$ cat src/include/spk_hp_pkg.sv
// Package for the speaker and headphone output stage control block
// Assumes a 32-bit classic Wishbone slave with word-aligned registers
package spk_hp_pkg;
  // Register indices; byte address is four times the index
  localparam logic [7:0] speaker_driver_config_idx = 8'h33;
  localparam logic [7:0] headphone_stage_control_idx = 8'h45;
  localparam int unsigned adr_lsb = 2;
  localparam int unsigned idx_w = 8;

  // Speaker driver config fields
  localparam int unsigned mono_bit = 6;
  localparam int unsigned boost_lsb = 0;
  localparam int unsigned boost_w = 3;
  localparam logic [2:0] boost_reset = 3'h3;
  localparam logic mono_reset = 1'b0;

  // Headphone stage control fields
  localparam int unsigned left_grp_lsb = 4;
  localparam int unsigned right_grp_lsb = 0;
  localparam int unsigned grp_w = 4;
  localparam logic [3:0] grp_reset = 4'h0;

  // Boost gain in half-dB steps for each code
  localparam logic [4:0] boost_top_gain = 5'h18;
  localparam logic [2:0] boost_top_code = 3'h7;
  localparam logic [4:0] boost_step_gain = 5'h3;
  localparam logic [4:0] boost_reset_gain = 5'h9;

  typedef struct packed {
    logic short_release;
    logic output_stage_en;
    logic middle_stage_en;
    logic input_stage_en;
  } hp_channel_type;

  typedef struct packed {
    logic mono_speaker_select;
    logic [2:0] speaker_ac_boost;
    logic [4:0] boost_gain_half_db;
  } speaker_ctrl_type;

  typedef struct packed {
    logic [31:0] dat;
    logic [31:0] adr;
    logic [3:0] sel;
    logic we;
    logic cyc;
    logic stb;
  } wb_req_type;
endpackage
$ cat src/hdl/hp_channel_stage.sv
// One headphone channel: stage enables and output short switch
// Assumes fields come straight from registers on the same clock
`timescale 1ns/100ps
module hp_channel_stage (
  // Field from register
  input wire spk_hp_pkg::hp_channel_type fields,
  // Analogue controls
  output logic input_stage_on,
  output logic middle_stage_on,
  output logic output_stage_on,
  output logic short_to_ground
);
  import spk_hp_pkg::*;

  always_comb begin
    input_stage_on = fields.input_stage_en;
    middle_stage_on = fields.middle_stage_en;
    output_stage_on = fields.output_stage_en;
    short_to_ground = ~fields.short_release;
  end
endmodule

$ cat src/hdl/hp_spk_output_stage_ctrl.sv
// Speaker driver configuration and headphone stage control registers
// Assumes a classic Wishbone master on mclk; controls drive analogue stages
//
// Summary of operation
// Mono select bit 6, resets stereo
// Mono drives left signal to both speakers
// Three-bit boost field, reset 011
// One boost applies to both speakers
// Host keeps boost fixed while speakers on
// Outputs shorted until short release set
// Left bits 7:4, right bits 3:0
// Host sets input stage first
// Host waits 20us before middle stage
// Host sets middle stage before offset correction
// Host sets output stage after correction
// Host waits 20us, then releases shorts
// Host shorts, waits, clears stages together
// Default sequencer normally drives these fields
// Bits act directly, no ordering enforced
//
// Implementation choice: the Wishbone interface to the registers.
`timescale 1ns/100ps
module hp_spk_output_stage_ctrl (
  // Clock and reset
  input wire logic mclk,
  input wire logic rst_n,
  // Wishbone slave
  input wire spk_hp_pkg::wb_req_type wb_req,
  output logic [31:0] wb_dat_o,
  output logic wb_ack_o,
  // Speaker audio in
  input wire logic [15:0] spk_left_in,
  input wire logic [15:0] spk_right_in,
  // Speaker drive
  output logic [15:0] spk_left_drive,
  output logic [15:0] spk_right_drive,
  output spk_hp_pkg::speaker_ctrl_type spk_left_ctrl,
  output spk_hp_pkg::speaker_ctrl_type spk_right_ctrl,
  // Left headphone stages
  output logic left_input_stage_en,
  output logic left_middle_stage_en,
  output logic left_output_stage_en,
  output logic left_phones_out_short,
  // Right headphone stages
  output logic right_input_stage_en,
  output logic right_middle_stage_en,
  output logic right_output_stage_en,
  output logic right_phones_out_short
);
  import spk_hp_pkg::*;


  // Speaker configuration state
  logic mono_q, mono_d;
  logic [2:0] boost_q, boost_d;
  logic [4:0] gain_q, gain_d;

  // Headphone stage state
  hp_channel_type left_q, left_d, right_q, right_d;

  // Bus answer state
  logic ack_q, ack_d;
  logic [31:0] rdat_q, rdat_d;

  // Speaker sample state
  logic [15:0] spk_l_q, spk_l_d, spk_r_q, spk_r_d;
  speaker_ctrl_type spk_ctrl;

  // Request qualifiers
  logic req, wr_req, rd_req;
  logic sel_spk, sel_hp, wr_spk, wr_hp;

  // Gain in half-dB units for a boost code
  function automatic logic [4:0] boost_gain(input logic [2:0] code);
    if (code == boost_top_code) begin
      boost_gain = boost_top_gain;
    end else begin
      boost_gain = 5'(code) * boost_step_gain;
    end
  endfunction

  // Word address match with no stray bits
  function automatic logic hit(input logic [31:0] adr, input logic [7:0] reg_idx);
    hit = (adr[adr_lsb +: idx_w] == reg_idx) && (adr[31:adr_lsb+idx_w] == '0) && (adr[adr_lsb-1:0] == '0);
  endfunction

  // Request decode
  always_comb begin
    req = wb_req.cyc & wb_req.stb & ~ack_q;
    wr_req = req & wb_req.we & wb_req.sel[0];
    rd_req = req & ~wb_req.we;
    sel_spk = hit(wb_req.adr, speaker_driver_config_idx);
    sel_hp = hit(wb_req.adr, headphone_stage_control_idx);
    wr_spk = wr_req & sel_spk;
    wr_hp = wr_req & sel_hp;
  end

  // Speaker configuration next values
  always_comb begin
    mono_d = mono_q;
    boost_d = boost_q;
    if (wr_spk) begin
      mono_d = wb_req.dat[mono_bit];
      boost_d = wb_req.dat[boost_lsb +: boost_w];
    end
    gain_d = boost_gain(boost_d);
  end

  // Speaker configuration registers
  always_ff @(posedge mclk or negedge rst_n) begin
    if (!rst_n) begin
      mono_q <= mono_reset;
      boost_q <= boost_reset;
      gain_q <= boost_reset_gain;
    end else begin
      mono_q <= mono_d;
      boost_q <= boost_d;
      gain_q <= gain_d;
    end
  end

  // Headphone stage next values
  always_comb begin
    left_d = left_q;
    right_d = right_q;
    if (wr_hp) begin
      left_d = wb_req.dat[left_grp_lsb +: grp_w];
      right_d = wb_req.dat[right_grp_lsb +: grp_w];
    end
  end

  // Headphone stage registers
  always_ff @(posedge mclk or negedge rst_n) begin
    if (!rst_n) begin
      left_q <= grp_reset;
      right_q <= grp_reset;
    end else begin
      left_q <= left_d;
      right_q <= right_d;
    end
  end

  // Bus answer next values
  always_comb begin
    ack_d = req;
    rdat_d = rdat_q;
    if (rd_req) begin
      rdat_d = '0;
      if (sel_spk) begin
        rdat_d[mono_bit] = mono_q;
        rdat_d[boost_lsb +: boost_w] = boost_q;
      end else if (sel_hp) begin
        rdat_d[left_grp_lsb +: grp_w] = left_q;
        rdat_d[right_grp_lsb +: grp_w] = right_q;
      end
    end
  end

  // Bus answer registers
  always_ff @(posedge mclk or negedge rst_n) begin
    if (!rst_n) begin
      ack_q <= 1'b0;
      rdat_q <= '0;
    end else begin
      ack_q <= ack_d;
      rdat_q <= rdat_d;
    end
  end

  // Speaker sample next values
  always_comb begin
    spk_l_d = spk_left_in;
    if (mono_q) begin
      spk_r_d = spk_left_in;
    end else begin
      spk_r_d = spk_right_in;
    end
  end

  // Speaker sample registers
  always_ff @(posedge mclk or negedge rst_n) begin
    if (!rst_n) begin
      spk_l_q <= '0;
      spk_r_q <= '0;
    end else begin
      spk_l_q <= spk_l_d;
      spk_r_q <= spk_r_d;
    end
  end

  // One control word for both speakers
  always_comb begin
    spk_ctrl.mono_speaker_select = mono_q;
    spk_ctrl.speaker_ac_boost = boost_q;
    spk_ctrl.boost_gain_half_db = gain_q;
  end

  // Bus outputs
  assign wb_ack_o = ack_q;
  assign wb_dat_o = rdat_q;

  // Speaker outputs
  assign spk_left_drive = spk_l_q;
  assign spk_right_drive = spk_r_q;
  assign spk_left_ctrl = spk_ctrl;
  assign spk_right_ctrl = spk_ctrl;

  // Left channel stages
  hp_channel_stage left_stage (
    .fields(left_q),
    .input_stage_on(left_input_stage_en),
    .middle_stage_on(left_middle_stage_en),
    .output_stage_on(left_output_stage_en),
    .short_to_ground(left_phones_out_short)
  );

  // Right channel stages
  hp_channel_stage right_stage (
    .fields(right_q),
    .input_stage_on(right_input_stage_en),
    .middle_stage_on(right_middle_stage_en),
    .output_stage_on(right_output_stage_en),
    .short_to_ground(right_phones_out_short)
  );
endmodule

$ cat config.mk
export PLATFORM = sky130hd
export DESIGN_NAME = hp_spk_output_stage_ctrl
export DESIGN_NICKNAME = d
export VERILOG_FILES = /design/src/include/spk_hp_pkg.sv /design/src/hdl/hp_channel_stage.sv /design/src/hdl/hp_spk_output_stage_ctrl.sv
export SDC_FILE = /design/constraint.sdc
export NUM_CORES = 1
export LEC_CHECK = 0
export BUFFER_PORTS_ARGS = -buffer_cell sky130_fd_sc_hd__buf_4
export CORE_MARGIN = 1.5
export CORE_UTILIZATION = 25
export DETAILED_ROUTE_END_ITERATION = 10
export MAX_ROUTING_LAYER = met4
export PLACE_DENSITY = 0.64
export SYNTH_ARGS = -nofsm -noshare
export SYNTH_HDL_FRONTEND = slang
export SYNTH_SLANG_ARGS = --single-unit
$ cat constraint.sdc
create_clock -name mclk -period 3.04 [get_ports mclk]
set_clock_uncertainty 0.2 [all_clocks]
set_input_delay 0.152 -clock mclk [delete_from_list [all_inputs] [get_ports mclk]]
set_output_delay 0.152 -clock mclk [all_outputs]
set_load 0.02 [all_outputs]
Word level (Yosys, flattened, before mapping)
Index checks and enable logic that the tools add are counted.
- bits in registers: 58
- input port bits: 105
- output and inout bits: 91
- logic and storage cells: 44
- multipliers: 1
- equality and inequality tests: 3
- mux-type cells: 8
- bitwise gates (word level): 11
- reductions and logical operators: 6
- operators with widths (cell ; count):
    zero test 22 bit ; 1
    2-to-1 mux 16 bit ; 1
    2-to-1 mux 3 bit ; 3
    == test 8 x 6 -> 1 bit, second input constant ; 1
    == test 8 x 7 -> 1 bit, second input constant ; 1
    2-to-1 mux 8 bit ; 1
    AND 1 bit ; 7
    multiplier 3 x 2 -> 5 bit, second input constant ; 1
    2-to-1 mux 5 bit ; 1
    logical AND 1 bit ; 4
    inverter 1 bit ; 4
    == test 3 bit, second input constant ; 1
    zero test 2 bit ; 1
    2-to-1 mux 1 bit ; 2

Logic depth before layout (Yosys ltp)
Gate-level depths: netlist (run 1).
- depth after elaboration: 8
- mapped depth: 9
- mapped depth without buffers: 8

Cells and area by module
Synthesis (run 1) repeated with hierarchy kept, for this count alone.
- cell total of the unflattened synthesis: 199
- area, all modules: 2557.5 um^2
- by module, submodules not included (module ; times used ; cells each ; area each (um^2) ; sequential area each (um^2)):
    hp_spk_output_stage_ctrl ; 1 ; 191 ; 2504.9 ; 1456.4
    hp_channel_stage ; 2 ; 4 ; 26.3 ; 0.0

Worst setup path after synthesis (run 1)
Ideal clock, no wire load.
- path kind: reg2reg
- from: register ack_q, in the netlist wb_ack_o
- to: register gain_q[2]
- library setup time: 0.120 ns
- arrival: 2.294 ns
- required time: 2.720 ns
- setup slack: 0.426 ns
- stages on the path, launching flop included: 9
- buffers on the path: 1
- clock period less this slack: 2.614 ns
- path through: dfrtp_1 and3b_1 clkbuf_1 nand2_1 nor4_2 mux2_2 ha_1 nor2b_1 a31o_2
- cells in the longest elaborated chain, start to end: 8
- elaborated cells between the ends (all ways): 9
- classes of those cells: mul: 1; eq/ne: 1; mux: 2; bitwise: 5
- RTL lines (element ; line ; RTL):
    from (decl) ; hp_spk_output_stage_ctrl.sv:62 ; logic ack_q, ack_d;
    from (signal assigned) ; hp_spk_output_stage_ctrl.sv:165 ; ack_q <= ack_d;
    inverter 1 bit (*) ; hp_spk_output_stage_ctrl.sv:89 ; req = wb_req.cyc & wb_req.stb & ~ack_q;
    AND 1 bit (*) ; hp_spk_output_stage_ctrl.sv:89 ;
    named net ack_d ; hp_spk_output_stage_ctrl.sv:62 ;
    AND 1 bit (*) (2 in series) ; hp_spk_output_stage_ctrl.sv:90 ; wr_req = req & wb_req.we & wb_req.sel[0];
    AND 1 bit (*) ; hp_spk_output_stage_ctrl.sv:94 ; wr_spk = wr_req & sel_spk;
    2-to-1 mux 3 bit (*) ; hp_spk_output_stage_ctrl.sv:102 ; if (wr_spk) begin
    named net boost_d[1] ; hp_spk_output_stage_ctrl.sv:55 ; logic [2:0] boost_q, boost_d;
    multiplier 3 x 2 -> 5 bit / == test 3 bit (equally long branches) ; hp_spk_output_stage_ctrl.sv:78, hp_spk_output_stage_ctrl.sv:75 ;
    2-to-1 mux 5 bit (*) ; hp_spk_output_stage_ctrl.sv:75 ; if (code == boost_top_code) begin
    named net gain_d[2] ; hp_spk_output_stage_ctrl.sv:56 ; logic [4:0] gain_q, gain_d;
    to (signal assigned) ; hp_spk_output_stage_ctrl.sv:114 ; gain_q <= boost_reset_gain;
    to (signal assigned) ; hp_spk_output_stage_ctrl.sv:118 ; gain_q <= gain_d;
    to (decl) ; hp_spk_output_stage_ctrl.sv:56 ;
The timed path passes the listed nets; every way through them passes the cells marked *.
A chain may end at the register's enable or synchronous reset.

Final worst setup path (run 1)
- from: register ack_q, in the netlist wb_ack_o
- to: register gain_q[2]
- cells in the longest elaborated chain, start to end: 8
- elaborated cells between the ends (all ways): 9
- classes of those cells: mul: 1; eq/ne: 1; mux: 2; bitwise: 5
- RTL lines (element ; line):
    inverter 1 bit (*) ; hp_spk_output_stage_ctrl.sv:89
    AND 1 bit (*) ; hp_spk_output_stage_ctrl.sv:89
    AND 1 bit (*) (2 in series) ; hp_spk_output_stage_ctrl.sv:90
    AND 1 bit (*) ; hp_spk_output_stage_ctrl.sv:94
    2-to-1 mux 3 bit (*) ; hp_spk_output_stage_ctrl.sv:102
    named net boost_d[1] ; hp_spk_output_stage_ctrl.sv:55
    multiplier 3 x 2 -> 5 bit / == test 3 bit (equally long branches) ; hp_spk_output_stage_ctrl.sv:78, hp_spk_output_stage_ctrl.sv:75
    2-to-1 mux 5 bit (*) ; hp_spk_output_stage_ctrl.sv:75
    named net gain_d[2] ; hp_spk_output_stage_ctrl.sv:56
Marked as above.

==> flow_summary.toml, run 1 <==
[global_routing]
grt_max_degree = 59
grtUsageTotal_pct = 13.4
overflow = 0
grt_pass1_vias = 2243
antenna_found_initial = 0
grt_pass1_wl_um = 10500

[yosys]
syn_area_per_cell_um2 = 12.7
ys_ff_latch = 58
synth_top_area_share_pct = 53.8
synth_common_cells = "dfrtp_1, buf_4, mux2_2"
yosysMostFrequentCell = "dfrtp_1"
synth_edf_count = 0
syn_inst = 197
synthesis.area_um2 = 2510
ys_async_sr_fraction_pct = 100
synth_cell_type_count = 37
ys_top_cells_by_area = "dfrtp_1, mux2_2, buf_4, dfstp_2, nand4_1"
synth_ff_type = "dfrtp_1"
ys_warn_count = 0
yosys.area.top_type = "dfrtp_1"
yosysSeqAreaShare_pct = 58.0

[die]
die-area_um2 = 10700
initial_core_util_pct = 25.7
die_h_um = 103
core_area_um2 = 9770
die_w_um = 103
row_count = 36
ios = 196

[detailed_routing]
vias_per_cell = 4.17
wire_per_inst_um = 13.4
drt_iter0_drc = 30
drtAntennaViolNets = 0
num_vias = 2164
dr.pass1.iters = 4
drc = 0
totalWireLength_um = 6960

[place]
port-buffer-count = 144
placed_cells = 460
place_area_um2 = 3590
hpwl_um = 5030
gp_congestion = 0.819

[clock_tree]
root_buffer = "clkbuf_8"
numCtsBuffers = 9
cts.htree.levels = 3
cts_max_path_buffers = 2
cts-resized-gates = 0
clk_latency_ns = 0.33
clk_transition_reported_paths_ns = 0.08
cts.sink_count = 58
cts_tree = "built"

[power]
leakagePower_nw = 2.10
p_per_area_nw_per_um2 = 438
p_total_mw = 1.86
ir_drop_mv = 0.342

[worst_setup_path]
r2r_slack_ns = 0.52
critPathLaunchType = "flip-flop"
cp.depth = 7
reg2reg_depth = 7
worstSetupEndpoint = "gain_q[2]"
reg2reg_to = "gain_q[2]"
critPathBufInv = 0
startpoint = "wb_ack_o"
crit_path_end_kind = "flip-flop"
crit_fanout = 6
crit_family = "simple AND/OR/NAND/NOR gates"
crit_type = "reg -> reg"
timing.rr.start = "wb_ack_o"
worstPathCellList = "and3b_1 -> nand2_1 -> nor4_2 -> mux2_2 -> ha_1 -> nor2b_1 -> a31o_2"
crit_slowest_cell = "mux2_2"
arrival_ns = 2.53
crit_required_ns = 3.06
cp_slowest_stage_delay_ns = 0.41

[final_layout]
antenna_cells = 0
layout-drive-gt1-share_pct = 51.0
area_delta_synth_final_pct = 69.4
multi_input_area_um2 = 833
seq_area_um2 = 1460
stdcell_count = 519
finalNetCount = 488
design_area_um2 = 4250
n_fill_cell = 934

[sta]
drv_slew = 0
timing.final.crit_period_ns = 2.52
fmax_ghz = 0.397
worst_pin_slew_ns = 0.868
fin_crit_sh_pct = 82.8
max_slew_margin_pct = 42.2
rsz0062_at_grt = "no"
setup_viol = 0
hold_violations = 0
tns_ns = 0

[hold_path]
min_path_type = "in -> reg"

[flow_run]
drv_cap = 0

[outcome]
status = "finished clean"
flip-flops by register name (all words and copies together), names as in the netlist:
| register | count |
|---|---|
| left_q | 4 |
| wb_ack_o | 1 |
| spk_right_drive | 16 |
| right_q | 4 |
| spk_left_drive | 16 |
| mono_q | 1 |
| wb_dat_o | 8 |
| boost_q | 3 |
| gain_q | 5 |
routing by layer:
| layer | routed length (um) | up-vias | global-route usage (%) | part of all wire (%) |
|---|---|---|---|---|
| met4 | 127 | 0 | 4.78 | 1.8 |
| met5 | 0 | - | - | 0 |
| met1 | 2690 | 1056 | 14.6 | 39 |
| li1 | - | 1004 | - | - |
| met2 | 3790 | 89 | 23.4 | 54 |
| met3 | 351 | 15 | 3.97 | 5.0 |
tightest hold or removal path, delay by kind of cell:
kind	cells	cell delay, ns
buffers and inverters	1	0.12
AO/OA/AOI/OAI	1	0.10
AND/OR/NAND/NOR	2	0.22
through the flow:
stage | hold slack [ns] | util, % | setup WS [ns]
after floorplan | -0.344 | - | 0.426
after global placement | 0.0611 | 36.8 | 0.413
after detailed placement | 0.0713 | 36.8 | 0.359
after CTS | 0.0664 | 43.5 | 0.501
after global routing | 0.115 | 43.5 | 0.395
final | 0.0963 | 43.5 | 0.522
cells by family (layout without fill, tap and decap cells):
kind of cell | Yosys count | after routing | synth area share [%]
flip-flops | 58 | 58 | 58.0
buffers and inverters | 48 | 214 | 12.3
AND/OR/NAND/NOR | 46 | 46 | 12.0
multiplexers | 29 | 29 | 12.9
AO/OA/AOI/OAI | 13 | 13 | 3.79
adder cells (fa/ha/maj) | 2 | 2 | 0.996
other | 1 | 24 | 0.149
worst min-delay path by stage:
stage | endpoint | from | cells after the start
after floorplan | boost_q[2] | rst_n | 0
after detailed placement | boost_q[2] | rst_n | 1
after global routing | boost_q[0] | wb_req[10] | 4
after global placement | boost_q[2] | rst_n | 1
final | boost_q[2] | wb_req[10] | 4
after CTS | boost_q[2] | wb_req[10] | 4
power breakdown:
group          internal (mW)  total [mW]  leakage (nW)  switching, mW
Combinational          0.138       0.255          1.26          0.117
Clock                  0.507       0.809         0.117          0.302
Sequential             0.794       0.800         0.721        0.00632
what timing repair did:
action	in CTS	in global routing
buffers inserted	0	0
endpoints found under the hold margin	101	0
setup endpoints to repair	0	0
hold buffers	43	0
cells in the final DEF (no fill, tap or decap), types with 3 or more instances in the layout:
cell	instances
buf_4	148
clkbuf_8	11
conb_1	24
dfrtp_1	54
dfstp_2	4
dlygate4sd3_1	43
inv_1	7
mux2_2	26
mux2i_1	3
nand2_1	12
nand4_1	8
nor4_1	7
o211ai_1	4
layout make-up:
class,instances,share of cell area (%)
multi-input cells,114,19.6
well taps,133,3.91
clock buffers,12,3.65
clock inverters,4,1.74
repair buffers,191,36.2
inverters,7,0.618
flip-flops and latches,58,34.2
(Power assumes the default switching activity.)
==> run 2, diff against run 1 <==
- ABC_AREA: default -> 1
- PLACE_DENSITY: 0.64 -> 0.65
- clock period: 3.04 -> 2.05 ns (I/O delays scaled with it)
==> run 2 against run 1 <==
Effect of this change:
- clock power rose by 45%
- combinational power grew 78%
- total power rose by 52%
- highest routed layer unchanged
- first-iteration DRC count rose to 2.6 times the previous value
- worst hold slack worse by 0.069 ns
- global-route usage is 0.66 points higher
- synthesized cell count is 24% higher
- worst setup slack worse by 0.37 ns
==> flow_summary.toml, run 2 <==
[outcome]
status = "finished clean"

[yosys]
ys_ff_latch = 58
ys_async_sr_fraction_pct = 100
yosys.area.top_type = "dfrtp_1"
yosysMostFrequentCell = "dfrtp_1"
synth_top_area_share_pct = 52.2
yosysSeqAreaShare_pct = 56.3
synthesis.area_um2 = 2590
ys_top_cells_by_area = "dfrtp_1, buf_4, mux2_2, nand2_1, dfstp_2"
synth_ff_type = "dfrtp_1"
ys_warn_count = 0
syn_area_per_cell_um2 = 10.6
syn_inst = 245
synth_cell_type_count = 28
synth_common_cells = "dfrtp_1, nand2_1, buf_4"
synth_edf_count = 0

[power]
power_frac_seq_pct = 42.8
power.switching_uw = 691
comb_power_share_pct = 16.0
p_total_mw = 2.83
p_per_area_nw_per_um2 = 650
p_int_mw = 2.14
leakagePower_nw = 2.22
clockPowerShare_pct = 41.2
ir_drop_mv = 0.370
switching_share_pct = 24.4

[sta]
worst_pin_slew_ns = 0.738
setup_viol = 0
drv_slew = 0
timing.final.crit_period_ns = 1.90
tns_ns = 0
max_slew_margin_pct = 50.8
hold_violations = 0
fmax_ghz = 0.527
fin_crit_sh_pct = 92.5

[clock_tree]
cts_max_path_buffers = 2
numCtsBuffers = 9
cts_tree = "built"
cts.htree.levels = 3
clk_latency_ns = 0.33
cts.sink_count = 58
root_buffer = "clkbuf_8"
clk_transition_reported_paths_ns = 0.07

[hold_path]
min_path_type = "in -> reg"

[die]
core_area_um2 = 9910
initial_core_util_pct = 26.1
die_w_um = 105
ios = 196
row_count = 36
die-area_um2 = 11000
die_h_um = 105

[worst_setup_path]
crit_path_end_kind = "flip-flop"
cp_slowest_stage_delay_ns = 0.39
critPathLaunchType = "flip-flop"
worstPathCellList = "nor2_2 -> nand2_2 -> nor2_4 -> buf_6 -> nand4_1 -> nand2_1 -> ha_1 -> nor2_1 -> nand3_1 -> nand2_1"
crit_family = "simple AND/OR/NAND/NOR gates"
crit_type = "reg -> reg"
crit_required_ns = 2.12
crit_slowest_cell = "dfrtp_1"
timing.critical_path.mode_cell = "nand2_1"
critPathBufInv = 1
crit_fanout = 6
arrival_ns = 1.97

[final_layout]
layout-drive-gt1-share_pct = 45.6
finalCoreUtilization_pct = 44.0
stdcell_count = 572
n_fill_cell = 941
multi_input_area_um2 = 863
mostFrequentLayoutCell = "buf_4"
area_delta_synth_final_pct = 68.5
antenna_cells = 0
seq_area_um2 = 1460
finalNetCount = 541
layout_common_cells = "buf_4, dfrtp_1, dlygate4sd3_1"

[detailed_routing]
dr.pass1.iters = 4
drtAntennaViolNets = 0
wire_per_inst_um = 12.3
wl_met2_um = 3650
wl_met3_um = 419
vias_per_cell = 3.91
wl_met1_um = 2860
num_vias = 2238
totalWireLength_um = 7030
drc = 0
top_layer = "met4"
drt_iter0_drc = 77

[global_routing]
grt_pass1_wl_um = 11700
overflow = 0
grt_max_degree = 59
grtUsageTotal_pct = 14.1
grt_pass1_vias = 2344
antenna_found_initial = 0

[place]
hpwl_um = 4740
placed_cells = 511
port-buffer-count = 144
gp_congestion = 0.743

[flow_run]
drv_cap = 0
-- run 2: cell count changes in the layout (fill, tap and decap cells not counted), sizes merged, moves of 3 or more --
cell and change:
o21ai +13, nand2 +27, nor2 +21, o211ai -4, nor4 -9, mux2i -3
mux2 -10, buf +3, nand3 +15, inv +16
-- run 2: repair_timing --
item / in CTS / in global routing
buffers inserted: 0 / 2
hold buffers: 43 / 0
endpoints found under the hold margin: 102 / 0
endpoints found under the setup margin: 0 / 3
resized for setup: 0 / 7
-- run 2: kinds of logic (layout without fill, tap and decap cells) --
family | Yosys count | count (layout) | share of synthesized area, %
multiplexers | 16 | 16 | 6.96
AO/OA/AOI/OAI | 17 | 17 | 3.48
flip-flops | 58 | 58 | 56.3
other | 1 | 24 | 0.145
AND/OR/NAND/NOR | 89 | 89 | 17.6
buffers and inverters | 62 | 233 | 14.6
adder cells (fa/ha/maj) | 2 | 2 | 0.967
-- run 2: worst paths after layout --
kind / from / endpoint / slack, ns / cells after the start
setup / recovery: wb_ack_o / gain_q[2] / 0.15 / 10
hold / removal: wb_req[2] / wb_dat_o[5] / 0.03 / 5
setup reg to reg: wb_ack_o / gain_q[2] / 0.15 / 10
hold reg to reg: wb_dat_o[3] / wb_dat_o[3] / 0.29 / 2
max in group asynchronous: rst_n / spk_right_drive[9] / 0.98 / 2
min in group asynchronous: rst_n / wb_dat_o[3] / 0.18 / 2
-- run 2: routing by layer --
layer  up-vias  GRT usage (%)
li1       1102              -
met1      1032           15.6
met2        95           23.7
met3         9           4.49
met4         0           5.28
met5         -              -
-- run 2: area by class of cell --
type                       instances  area share (%)
timing repair buffer             194            36.0
inverter                          23            1.98
multi-input combinational        148            19.8
clock buffer                      11            3.24
clock inverter                     5            1.78
sequential                        58            33.4
tap                              133            3.82
-- run 2: per-stage QoR --
step / hold slack [ns] / setup slack [ns] / instance area [um2]
after CTS: 0.00473 / 0.0940 / 4320
after global routing: 0.0405 / -0.00402 / 4360
final: 0.0276 / 0.154 / 4360
after floorplan: -0.393 / 0.0178 / 2670
after global placement: 0.00511 / 0.118 / 3670
after detailed placement: 0.0176 / 0.0960 / 3670
-- run 2: power by group through the flow --
stage,clock network [mW],registers (mW),logic [mW]
2_1_floorplan,0,1.29,0.124
3_3_place_gp,0,1.23,0.380
3_5_place_dp,0,1.23,0.385
4_1_cts,1.21,1.21,0.453
5_1_grt,1.27,1.21,0.490
6_report,1.17,1.21,0.455
-- run 2: worst min-delay path: stages --
cell,delay [ns]
buf_4,0.09
nor2_1,0.04
buf_4,0.17
nand2_1,0.07
o21ai_1,0.07
==> run 3, diff against run 2 <==
- PLACE_DENSITY: 0.65 -> 0.63
- clock period: 2.05 -> 2.25 ns (I/O delays scaled with it)
==> run 3 against run 2 <==
Effect of this change:
- sequential cell count stayed put
- final area is 1.1% lower
- utilization down 0.47 points
- clock-buffer cell count decreased by 1
- global-route usage decreased by 0.30 points
- clock power down 17%
- register-to-register slack better by 0.15 ns
- sequential power decreased by 9%
- combinational power decreased by 9.5%
- critical path type unchanged
- maximum frequency shrank 2.5%
- routed wire length increased by 0.78%
- sequential share of layout area rose by 0.36 points
==> flow_summary.toml, run 3 (synthesized netlist as in run 2, its figures left out) <==
[sta]
fmax_ghz = 0.514
tns_ns = 0
setup_viol = 0
rsz0062_at_grt = "no"
hold_violations = 0
worst_pin_slew_ns = 0.733
drv_slew = 0
fin_crit_sh_pct = 86.4
max_slew_margin_pct = 51.2
timing.final.crit_period_ns = 1.94

[final_layout]
area_delta_synth_final_pct = 66.7
layout_common_cells = "buf_4, dfrtp_1, dlygate4sd3_1"
antenna_cells = 0
design_area_um2 = 4310
layout-drive-gt1-share_pct = 44.5
finalNetCount = 540
mostFrequentLayoutCell = "buf_4"

[detailed_routing]
totalWireLength_um = 7090
drc = 0
wire_per_inst_um = 12.4
num_vias = 2287
vias_per_cell = 4.01
drt_iter0_drc = 151
drtAntennaViolNets = 0
dr.pass1.iters = 4

[worst_setup_path]
crit_type = "reg -> reg"
crit_required_ns = 2.33
crit_path_end_kind = "flip-flop"
crit_fanout = 7
reg2reg_depth = 10
critPathLaunchType = "flip-flop"
arrival_ns = 2.02

[clock_tree]
cts_setup_buffers = 0
numCtsBuffers = 9
clk_latency_ns = 0.34
cts.sink_count = 58
root_buffer = "clkbuf_8"
cts_max_path_buffers = 2
clk_transition_reported_paths_ns = 0.07
cts_tree = "built"
cts.htree.levels = 3

[die]
die_h_um = 105
ios = 196
die_w_um = 105
die-area_um2 = 11000
row_count = 36
core_area_um2 = 9910
initial_core_util_pct = 26.1

[outcome]
status = "finished clean"

[power]
power_frac_seq_pct = 44.4
p_per_area_nw_per_um2 = 576
leakagePower_nw = 2.20
power.switching_uw = 645
ir_drop_mv = 0.312
clockPowerShare_pct = 39.1
switching_share_pct = 25.9
p_int_mw = 1.84
comb_power_share_pct = 16.6

[global_routing]
antenna_found_initial = 0
grt_pass1_wl_um = 11400
overflow = 0
grtUsageTotal_pct = 13.8
grt_pass1_vias = 2404
grt_max_degree = 59

[place]
place_area_um2 = 3670
gp_congestion = 0.753
port-buffer-count = 144
hpwl_um = 4940

[hold_path]
holdPathStages = 6
min_path_type = "in -> reg"

[flow_run]
drv_cap = 0
run 3: cell type report:
| class | instances | area (um2) |
|---|---|---|
| Tap cell | 133 | 166 |
| Multi-Input combinational cell | 148 | 841 |
| Sequential cell | 58 | 1460 |
| Clock buffer | 10 | 138 |
| Clock inverter | 6 | 66.3 |
| Inverter | 23 | 86.3 |
| Fill cell | 972 | 5600 |
| Timing Repair Buffer | 193 | 1560 |
run 3: worst paths after layout:
check | startpoint | end | slack, ns
worst max-delay path | wb_ack_o | gain_q[2] | 0.31
worst min-delay path | wb_req[10] | wb_dat_o[5] | 0.05
worst max register to register | wb_ack_o | gain_q[2] | 0.31
worst min register to register | wb_dat_o[3] | wb_dat_o[3] | 0.29
max in group asynchronous | rst_n | gain_q[1] | 1.17
min in group asynchronous | rst_n | wb_ack_o | 0.19
run 3: routing by layer:
layer  GRT usage (%)  share of wire, %  up-vias  wire length, um
met1            14.2                39     1073             2800
li1                -                 -     1105                -
met2            24.4                52      103             3720
met4            4.11               1.0        0               71
met5               -                 0        -                0
met3            5.12               7.0        6              497
run 3: what timing repair did:
action,in CTS,in global routing
setup endpoints to repair,0,0
hold buffers,44,0
endpoints found under the hold margin,102,0
gates resized for setup,0,0
run 3: per-stage QoR:
step	std cells	utilization [%]	hold slack [ns]	setup WS [ns]	total power [mW]
after floorplan	268	-	-0.383	0.218	1.29
after global placement	511	37.0	0.0169	0.308	1.47
after detailed placement	511	37.0	0.0305	0.273	1.47
after CTS	571	43.5	0.0211	0.288	2.53
after global routing	571	43.5	0.0449	0.149	2.61
final	571	43.5	0.0484	0.305	2.49
run 3: critical path, stage by stage, from the launching register on:
cell     delay, ns
dfrtp_1       0.38
nor2_1        0.10
nand2_1       0.09
nor2_2        0.16
nand3_2       0.18
nand2_1       0.10
nand2_1       0.12
ha_1          0.31
nor2_1        0.10
nand3_1       0.08
nand2_1       0.06
run 3: power groups by stage:
stage | sequential, mW | clock, mW | combinational, mW
2_1_floorplan | 1.18 | 0 | 0.113
3_3_place_gp | 1.12 | 0 | 0.347
3_5_place_dp | 1.12 | 0 | 0.353
4_1_cts | 1.10 | 1.02 | 0.415
5_1_grt | 1.11 | 1.06 | 0.443
6_report | 1.10 | 0.971 | 0.412
